$ cat src/core/rcs_consts.svh
// Purpose: constants for the reset cause and forced reset block
// Assumes: included by its bare name from the package and the design file
// Notes:   bit positions refer to the 8-bit reset cause status register
`ifndef RCS_CONSTS_SVH
`define RCS_CONSTS_SVH

// flag positions in the reset cause status register
`define RCS_BIT_POWERUP      7
`define RCS_BIT_EXT_LINE     6
`define RCS_BIT_WATCHDOG     5
`define RCS_BIT_BAD_OPCODE   4
`define RCS_BIT_BAD_ADDRESS  3
`define RCS_BIT_OSC_MISSING  2
`define RCS_BIT_UNDERVOLTAGE 1

// status after a power-on reset: power-up and undervoltage flags
`define RCS_POR_STATUS       8'h82
`define RCS_UV_STATUS        8'h02
`define RCS_ZERO_BYTE        8'h00

// watchdog service sequence values
`define RCS_SVC_FIRST        8'h55
`define RCS_SVC_SECOND       8'hAA

// register select codes
`define RCS_SEL_STATUS       1'b0
`define RCS_SEL_DEBUG        1'b1

// force-reset bit inside the debug force-reset register
`define RCS_FORCE_BIT        0

// watchdog timeout select code that disables the watchdog
`define RCS_WDOG_OFF         2'b00

// cycles the system reset request stands after entry
`define RCS_HOLD_DEFAULT     8

`endif

$ cat src/core/rcs_pkg.sv
// Purpose: types shared by the reset cause and forced reset block
// Assumes: constants come from rcs_consts.svh
// Notes:   one register access per cycle at most
`include "rcs_consts.svh"

package rcs_pkg;

  // one register access from the cpu or the background debug host
  typedef struct packed {
    logic       wr;
    logic       rd;
    logic       sel;
    logic       from_debug;
    logic [7:0] wdata;
  } rcs_bus_req_type;

  // reset-source events from logic on the bus clock
  typedef struct packed {
    logic illegal_opcode;
    logic stop_instruction;
    logic background_instruction;
    logic bad_address;
    logic osc_missing;
    logic watchdog_timeout;
  } rcs_sources_type;

  // option bits held elsewhere in the system
  typedef struct packed {
    logic [1:0] watchdog_timeout_select;
    logic       watchdog_window_mode;
    logic       watchdog_window_early;
    logic       stop_allow;
    logic       background_mode_allow;
    logic       undervoltage_reset_enable;
  } rcs_options_type;

  typedef enum logic {
    SVC_IDLE,
    SVC_ARMED
  } rcs_svc_type;

endpackage

$ cat src/core/rcs_reset_cause.sv
// Purpose: records the cause of the last reset, decodes watchdog service
//          writes and debug forced resets, and requests system reset
// Assumes: reset_n is the power-on reset of this block; the watchdog counter
//          and the option registers live outside
// Notes:   reset_pin_n and low_voltage arrive from pins and are synchronised
`timescale 1ns/1ns
`include "rcs_consts.svh"

module rcs_reset_cause #(
  parameter int HOLD_CYCLES = `RCS_HOLD_DEFAULT
) (
  input  wire logic                     clk,
  input  wire logic                     reset_n,
  input  wire rcs_pkg::rcs_bus_req_type bus,
  input  wire rcs_pkg::rcs_sources_type sources,
  input  wire rcs_pkg::rcs_options_type options,
  input  wire logic                     reset_pin_n,
  input  wire logic                     low_voltage,
  output logic [7:0]                    rdata,
  output logic [7:0]                    status,
  output logic                          mcu_reset,
  output logic                          watchdog_clear
);
  import rcs_pkg::*;

  localparam int HW = $clog2(HOLD_CYCLES + 1);

  logic        pin_meta;
  logic        pin_sync;
  logic        uv_meta;
  logic        uv_sync;
  logic [HW-1:0] hold_count;
  rcs_svc_type svc_state;
  logic        wdog_enabled;
  logic        status_wr;
  logic        svc_value;
  logic        window_hit;
  logic        bad_write;
  logic        debug_force;
  logic        opcode_fault;
  logic        uv_trip;
  logic [7:0]  cause;
  logic        entry;
  logic        service_ok;

  // pins pass two flops before anything reads them
  always_ff @(posedge clk or negedge reset_n) begin
    if (!reset_n) begin
      pin_meta <= 1'b1;
      pin_sync <= 1'b1;
    end else begin
      pin_meta <= reset_pin_n;
      pin_sync <= pin_meta;
    end
  end

  always_ff @(posedge clk or negedge reset_n) begin
    if (!reset_n) begin
      uv_meta <= 1'b0;
      uv_sync <= 1'b0;
    end else begin
      uv_meta <= low_voltage;
      uv_sync <= uv_meta;
    end
  end

  // the cpu is held in reset while mcu_reset stands, so its writes are dropped
  assign wdog_enabled = options.watchdog_timeout_select != `RCS_WDOG_OFF;
  assign status_wr    = bus.wr && (bus.sel == `RCS_SEL_STATUS) && !mcu_reset;
  assign svc_value    = (bus.wdata == `RCS_SVC_FIRST) || (bus.wdata == `RCS_SVC_SECOND);
  assign window_hit   = options.watchdog_window_mode && options.watchdog_window_early;
  assign bad_write    = status_wr && wdog_enabled && (!svc_value || window_hit);

  // user program writes to the debug register carry no effect
  assign debug_force = bus.wr && (bus.sel == `RCS_SEL_DEBUG) && bus.from_debug
                       && bus.wdata[`RCS_FORCE_BIT] && !mcu_reset;

  assign opcode_fault = sources.illegal_opcode
                        || (sources.stop_instruction && !options.stop_allow)
                        || (sources.background_instruction && !options.background_mode_allow);

  assign uv_trip = options.undervoltage_reset_enable && uv_sync;

  always_comb begin
    cause = `RCS_ZERO_BYTE;
    cause[`RCS_BIT_EXT_LINE]    = !pin_sync;
    cause[`RCS_BIT_WATCHDOG]    = (sources.watchdog_timeout && wdog_enabled) || bad_write;
    cause[`RCS_BIT_BAD_OPCODE]  = opcode_fault;
    cause[`RCS_BIT_BAD_ADDRESS] = sources.bad_address;
    cause[`RCS_BIT_OSC_MISSING] = sources.osc_missing;
  end

  // a debug force with no other cause leaves the cause vector empty
  assign entry = !mcu_reset && (uv_trip || (cause != `RCS_ZERO_BYTE) || debug_force);

  // status is caught once at reset entry and then only read
  always_ff @(posedge clk or negedge reset_n) begin
    if (!reset_n) begin
      status <= `RCS_POR_STATUS;
    end else if (entry) begin
      if (uv_trip) begin
        status <= `RCS_UV_STATUS;
      end else begin
        status <= cause;
      end
    end
  end

  // system reset request stands for HOLD_CYCLES cycles after entry
  always_ff @(posedge clk or negedge reset_n) begin
    if (!reset_n) begin
      hold_count <= '0;
      mcu_reset  <= 1'b0;
    end else if (entry) begin
      hold_count <= HW'(HOLD_CYCLES - 1);
      mcu_reset  <= 1'b1;
    end else if (hold_count != '0) begin
      hold_count <= hold_count - HW'(1);
    end else begin
      mcu_reset <= 1'b0;
    end
  end

  // 0xAA only services when the last status write was 0x55
  assign service_ok = status_wr && !bad_write && (bus.wdata == `RCS_SVC_SECOND)
                      && (svc_state == SVC_ARMED);

  always_ff @(posedge clk or negedge reset_n) begin
    if (!reset_n) begin
      svc_state <= SVC_IDLE;
    end else if (entry) begin
      svc_state <= SVC_IDLE;
    end else if (status_wr) begin
      if (bus.wdata == `RCS_SVC_FIRST) begin
        svc_state <= SVC_ARMED;
      end else begin
        svc_state <= SVC_IDLE;
      end
    end
  end

  always_ff @(posedge clk or negedge reset_n) begin
    if (!reset_n) begin
      watchdog_clear <= 1'b0;
    end else begin
      watchdog_clear <= service_ok;
    end
  end

  // read data lands one cycle after the read strobe
  always_ff @(posedge clk or negedge reset_n) begin
    if (!reset_n) begin
      rdata <= `RCS_ZERO_BYTE;
    end else if (bus.rd) begin
      if (bus.sel == `RCS_SEL_STATUS) begin
        rdata <= status;
      end else begin
        rdata <= `RCS_ZERO_BYTE;
      end
    end
  end

  // helper: set at the first reset entry after power-on
  logic por_seen;
  always_ff @(posedge clk or negedge reset_n) begin
    if (!reset_n) begin
      por_seen <= 1'b0;
    end else if (entry) begin
      por_seen <= 1'b1;
    end
  end

  // helper: counts the cycles the reset request has stood, so the hold length
  // is checked without a long repetition
  logic [HW-1:0] high_count;
  always_ff @(posedge clk or negedge reset_n) begin
    if (!reset_n) begin
      high_count <= '0;
    end else if (mcu_reset) begin
      high_count <= high_count + HW'(1);
    end else begin
      high_count <= '0;
    end
  end
endmodule

$ cat config.mk
export PLATFORM = sky130hd
export DESIGN_NAME = rcs_reset_cause
export DESIGN_NICKNAME = d
export VERILOG_FILES = /design/src/core/rcs_pkg.sv /design/src/core/rcs_reset_cause.sv
export VERILOG_INCLUDE_DIRS = /design/src /design/src/core
export SDC_FILE = /design/constraint.sdc
export NUM_CORES = 1
export LEC_CHECK = 0
export ABC_AREA = 1
export ABC_CLOCK_PERIOD_IN_PS = 1500
export BUFFER_PORTS_ARGS = -buffer_cell sky130_fd_sc_hd__buf_2
export CAP_MARGIN = 10
export CORE_MARGIN = 5
export CORE_UTILIZATION = 45
export DETAILED_ROUTE_END_ITERATION = 12
export GPL_TIMING_DRIVEN = 0
export PLACE_DENSITY = 0.85
export SLEW_MARGIN = 20
export SYNTH_ARGS = -nofsm -noshare
export SYNTH_HDL_FRONTEND = slang
export SYNTH_SLANG_ARGS = --single-unit
$ cat constraint.sdc
create_clock -name clk -period 1.5 [get_ports clk]
set_input_delay 0.3 -clock clk [delete_from_list [all_inputs] [get_ports clk]]
set_output_delay 0.3 -clock clk [all_outputs]
set_load 0.005 [all_outputs]
-- After elaboration in Yosys (flattened, before gate mapping)
Index checks and enable logic that the tools add are counted.
W data, S select, Z words.
- register bits after elaboration: 27
- input port bits: 29
- output and inout bits: 18
- word-level logic and storage cells: 59
- add/subtract/negate cells: 1
- equal/unequal tests: 3
- muxes and demuxes: 9
- bitwise logic cells: 1
- reductions and logical operators: 35
- operators by type and width (cell ; count):
    $logic_and A1 B1 Y1 ; 17
    $eq A8 B7 Y1 const B ; 1
    $eq A8 B8 Y1 const B ; 1
    $mux W4 ; 2
    $mux W8 ; 1
    $reduce_bool A8 Y1 ; 1
    $logic_or A1 B1 Y1 ; 7
    $mux W7 ; 1
    $logic_not A1 Y1 ; 6
    $reduce_bool A2 Y1 ; 3
    $mux W1 ; 5
    $reduce_bool A4 Y1 ; 1
    $sub A4 B1 Y4 const B ; 1
    $ne A2 B2 Y1 const B ; 1
    $not A1 Y1 ; 1

-- Depth between registers and ports, before layout
- depth after elaboration: 11
- depth in mapped cells: 12
- depth with buffers taken out: 11

-- Worst setup path before layout
No wires, ideal clock.
- path type: reg-to-reg
- start point: register pin_sync
- end point: register hold_count[0]
- setup time: 128 ps
- arrival: 1239 ps
- required time: 1372 ps
- slack: 133 ps
- stages on the path, launching flop included: 9
- buffers on the path: 1
- period minus slack after synthesis: 1367 ps
- cells stage by stage: dfstp_2 > inv_1 > nor3_1 > nand3_1 > nor2_2 > nand3_4 > nand2_4 > buf_8 > nand3_1
- cells in the longest elaborated chain, start to end: 6
- elaborated cells between the ends (all ways): 7
- classes of those cells: mux (1); reduce/logical (6)
- RTL lines (what ; line ; RTL):
    start, declared ; rcs_reset_cause.sv:29 ; logic pin_sync;
    start signal, assigned ; rcs_reset_cause.sv:53 ; pin_sync <= pin_meta;
    $logic_not A1 Y1 * ; rcs_reset_cause.sv:86 ; cause[`RCS_BIT_EXT_LINE] = !pin_sync;
    $reduce_bool A8 Y1 (no source line) * ; n/a ;
    $logic_or A1 B1 Y1 * (2 in a row) ; rcs_reset_cause.sv:94 ; assign entry = !mcu_reset && (uv_trip || (cause != `RCS_ZERO_BYTE) || debug_force);
    $logic_and A1 B1 Y1 * ; rcs_reset_cause.sv:94 ;
    $mux W4 or $reduce_bool A2 Y1 (tied branches) ; n/a ;
    end signal, assigned ; rcs_reset_cause.sv:115 ; hold_count <= HW'(HOLD_CYCLES - 1);
    end signal, assigned ; rcs_reset_cause.sv:118 ; hold_count <= hold_count - HW'(1);
    end, declared ; rcs_reset_cause.sv:32 ; logic [HW-1:0] hold_count;
Every way passes the cells marked *; elsewhere a longest branch is shown, timed or not.
A chain may end at the register's enable or synchronous reset.

-- Worst setup path after layout
- start point: register pin_sync
- end point: register mcu_reset
- cells in the longest elaborated chain, start to end: 6
- elaborated cells between the ends (all ways): 7
- classes of those cells: eq/ne (1); mux (1); reduce/logical (5)
- RTL lines (what ; line ; RTL):
    $logic_not A1 Y1 * ; rcs_reset_cause.sv:86 ;
    $reduce_bool A8 Y1 (no source line) * ; n/a ;
    $logic_or A1 B1 Y1 * (2 in a row) ; rcs_reset_cause.sv:94 ;
    $logic_and A1 B1 Y1 * ; rcs_reset_cause.sv:94 ;
    $ne A2 B2 Y1 (no source line) or $mux W1 (tied branches) ; n/a ;
    end signal, assigned ; rcs_reset_cause.sv:113 ; mcu_reset <= 1'b0;
    end signal, assigned ; rcs_reset_cause.sv:116 ; mcu_reset <= 1'b1;
    end signal, assigned ; rcs_reset_cause.sv:120 ; mcu_reset <= 1'b0;
    end, declared ; rcs_reset_cause.sv:21 ; output logic mcu_reset,
Marked as above.

==> run summary <==
For the deepest level of the CTS H-tree, the log shows 1. Once layout is done, the placed cells without fillers occupy 0.00159 sq mm. The first global-routing pass estimated 4280 microns of wire.

At the end of routability-driven placement, the weighted congestion stood at 0.743. For the number of hold violations in the final report, the log shows 0. The clock net in this run drives a total of 25 sinks. In the post-synthesis netlist, the cell with the most instances is inv_1. For the initial antenna violation count, the log shows 0.

TritonCTS built the clock tree. The shortest period the worst path allows was 1410 ps; the largest fanout on the critical path was 5. At the worst endpoint, the required time is 1720 ps.

The largest total area in the synthesized netlist belongs to dfrtp_1. The run gives 10.4 ps as the maximum clock skew at final layout. The fraction of post-synthesis cell area in the top cell type by area is 42.7%.

For the initial cell density of the core, the log shows 45.8%. The flow ran to the end, and the final reports show no timing, DRC or antenna violations. The tools report the count of fill cells added during filler insertion as 246. Cell count after synthesis: 148. Of the available clock period, the critical path in the final layout requires 94.2%.

After synthesis, the cell types taking the most area are dfrtp_1 (43%), dfstp_2 (8.5%), inv_1 (7.9%). The synthesized netlist occupies a cell area of 0.00123 sq mm. The first detailed-routing pass ran for 4 iterations.

The final layout contains routed wiring with a total length of 2520 microns. The area of the core was 0.00269 sq mm; the detailed-route wire length per cell was 10.9 microns. Entering global routing, the biggest net connects 26 pins.

Derived from the worst setup path, the maximum achievable clock frequency is 0.708 GHz. The power density over cell area is 1280 mW/mm^2. The number of placed instances, taps included, is 224. After the first detailed-routing iteration, the DRC count stood at 54. After synthesis, the netlist uses 24 different library cells. The floorplan has 19 rows. The remaining number of nets flagged by the antenna check after routing is 0, and the area added between synthesis and finish is 29.1%. For the number of maximum-capacitance constraint violations, the log shows 0. Worst relative slew slack: 64.2%. The cell sitting at the root of the clock tree is a clkbuf_4. After synthesis, the share of flip-flops with an asynchronous set or reset is 100%. In this run the horizontal extent of the chip is 62.3 microns. At the worst endpoint, the arrival time is 1630 ps. Startpoint type of the worst setup path: a flip-flop. The clock reaches the later pin of the worst-skew pair after 330 ps.

Measured along the y axis, the die boundary spans 62.3 microns. Static leakage power: 0.000855 uW. The worst supply voltage drop on vdd is 854 uV, and the clock-pin slew reported for the worst setup and hold paths after clock tree synthesis is 130 ps. The wire-length estimate of the detail-placed layout is 1970 microns. The via count of the first global-routing pass came out at 1015. The share of the Yosys chip area taken by registers is 51.2%. Setup violations remaining at the end of the flow were counted as 0. The number of register bits inferred by synthesis is 25. The number of enable flip-flop cells after synthesis came out at 0. By startpoint and endpoint, the worst setup path is classified as reg2reg.

The placed instances occupy a cell area of 0.00149 sq mm. During synthesis, Yosys emitted a total of 0 warnings. Summed over all layers, the global routing overflow is 0. The count of buffers inserted at the top-level ports was 44. In the routed design, unresolved DRC markers number 0. In this run the mean area of a mapped cell was 8.32 sq um.

The worst setup path is captured at a flip-flop. In this run the count of I/O pins placed on the die edge is 47. The post-layout net count was 231; the slew at the pin with the worst max-slew slack was 537 ps. Most instantiated flip-flop cell in the synthesis netlist: dfrtp_1. The tightest min-delay check is of the in2reg type. The logs give 231 for the count of non-filler cells in the finished layout and 3 for the number of buffers inserted during clock tree synthesis.

By count the netlist is led by inv_1 (26), nand2_1 (23), dfrtp_1 (21). The total via count after detailed routing was 1066; the antenna diode instance count was 0. The area of the die was 0.00388 sq mm. The post-route netlist has 42.0% of its cells at a drive strength greater than 1. Final hold analysis gives a worst-case slack of 58.2 ps.

The via density per instance is 4.61. Global routing used 13.0% of the available tracks across all layers. For the max-slew violation total from the final report, the log shows 0. The logs give 2 for the worst-case clock buffer depth and 0 ps for the total negative slack for setup checks.
[final timing paths]
path                                    start                    end  slack [ps]  depth (start not counted)
max                        pin_sync$_DFF_PN1_  mcu_reset$_DFFE_PN0P_          90                          8
min                               reset_pin_n     pin_meta$_DFF_PN1_          60                          1
max reg2reg                pin_sync$_DFF_PN1_  mcu_reset$_DFFE_PN0P_          90                          8
min reg2reg                pin_meta$_DFF_PN1_     pin_sync$_DFF_PN1_         360                          0
max in group asynchronous             reset_n     pin_sync$_DFF_PN1_         660                          2
min in group asynchronous             reset_n   rdata[1]$_DFFE_PN0P_         460                          2
[layout by cell type (no fill, tap or decap)]
cell,n
nor2_2,2
nand3_2,3
nand3_4,1
nor2_1,10
o21ai_2,1
nor3_1,1
clkbuf_16,1
o21ai_1,1
inv_1,25
nand2_2,12
clkinvlp_4,1
nand2_4,1
clkbuf_4,3
nand2_1,23
nand4_1,2
clkbuf_1,1
dfrtp_1,21
ha_1,1
buf_4,3
nor3b_1,1
buf_8,1
o21ai_0,11
dlygate4sd3_1,1
dfstp_2,4
conb_1,2
a21oi_1,1
buf_2,44
or2_2,1
inv_2,5
nor3_2,1
nand3_1,15
[registers in the layout, indices dropped and copies added, names as in the netlist]
signal / cells
uv_meta: 1
pin_sync: 1
uv_sync: 1
pin_meta: 1
svc_state: 1
watchdog_clear: 1
hold_count: 4
status: 7
rdata: 7
mcu_reset: 1
[power breakdown]
part           internal (uW)  switching, uW
Clock                    102            206
Sequential               854            128
Combinational            364            382
[through the flow]
stage | power [uW] | setup slack, ps | util, %
after floorplan | 1420 | 133 | -
after global placement | 1650 | 39.2 | 55.6
after detailed placement | 1680 | 41.4 | 55.6
after CTS | 1990 | 29.2 | 57.1
after global routing | 2220 | -8.83 | 59.2
final | 2040 | 86.7 | 59.2
[layout make-up]
cell class / count / area (sq um) / area share, %
Multi-Input combinational cell: 90 / 480 / 30.2
Buffer: 4 / 33.8 / 2.13
Timing Repair Buffer: 47 / 263 / 16.5
Inverter: 30 / 113 / 7.09
Clock buffer: 3 / 22.5 / 1.42
Sequential cell: 25 / 631 / 39.7
Tap cell: 31 / 38.8 / 2.44
Clock inverter: 1 / 7.51 / 0.472
[critical path: stages (launching register included)]
cell and delay, ps:
dfstp_2 550, inv_2 40, nor3_2 90, nand3_1 90, nor2_2 160, nand3_4 110
nand2_4 110, buf_8 120, o21ai_1 60
[kinds of logic (layout without fill, tap and decap cells)]
kind of cell,after synthesis,after routing,share of synthesized area (%)
other,1,2,0.305
buffers and inverters,34,85,11.9
AOI/OAI and AO/OA,14,14,6.00
adders and majority gates,1,1,1.02
DFF,25,25,51.2
and+or+nand+nor,73,73,29.6
[repair_timing]
action | CTS | global route
buffers inserted | 0 | 1
resized for setup | 0 | 6
setup endpoints to repair | 0 | 10
hold buffers | 1 | 0
endpoints found under the hold margin | 21 | 0
[layer usage]
layer | track usage (%) | vias up | wire (microns)
met5 | 0 | - | 0
met4 | 1.59 | 0 | 15
met3 | 5.59 | 2 | 195
met2 | 22.7 | 27 | 1300
met1 | 15.3 | 479 | 1010
li1 | - | 558 | -
Note: power is estimated with default switching activity, not from simulation.
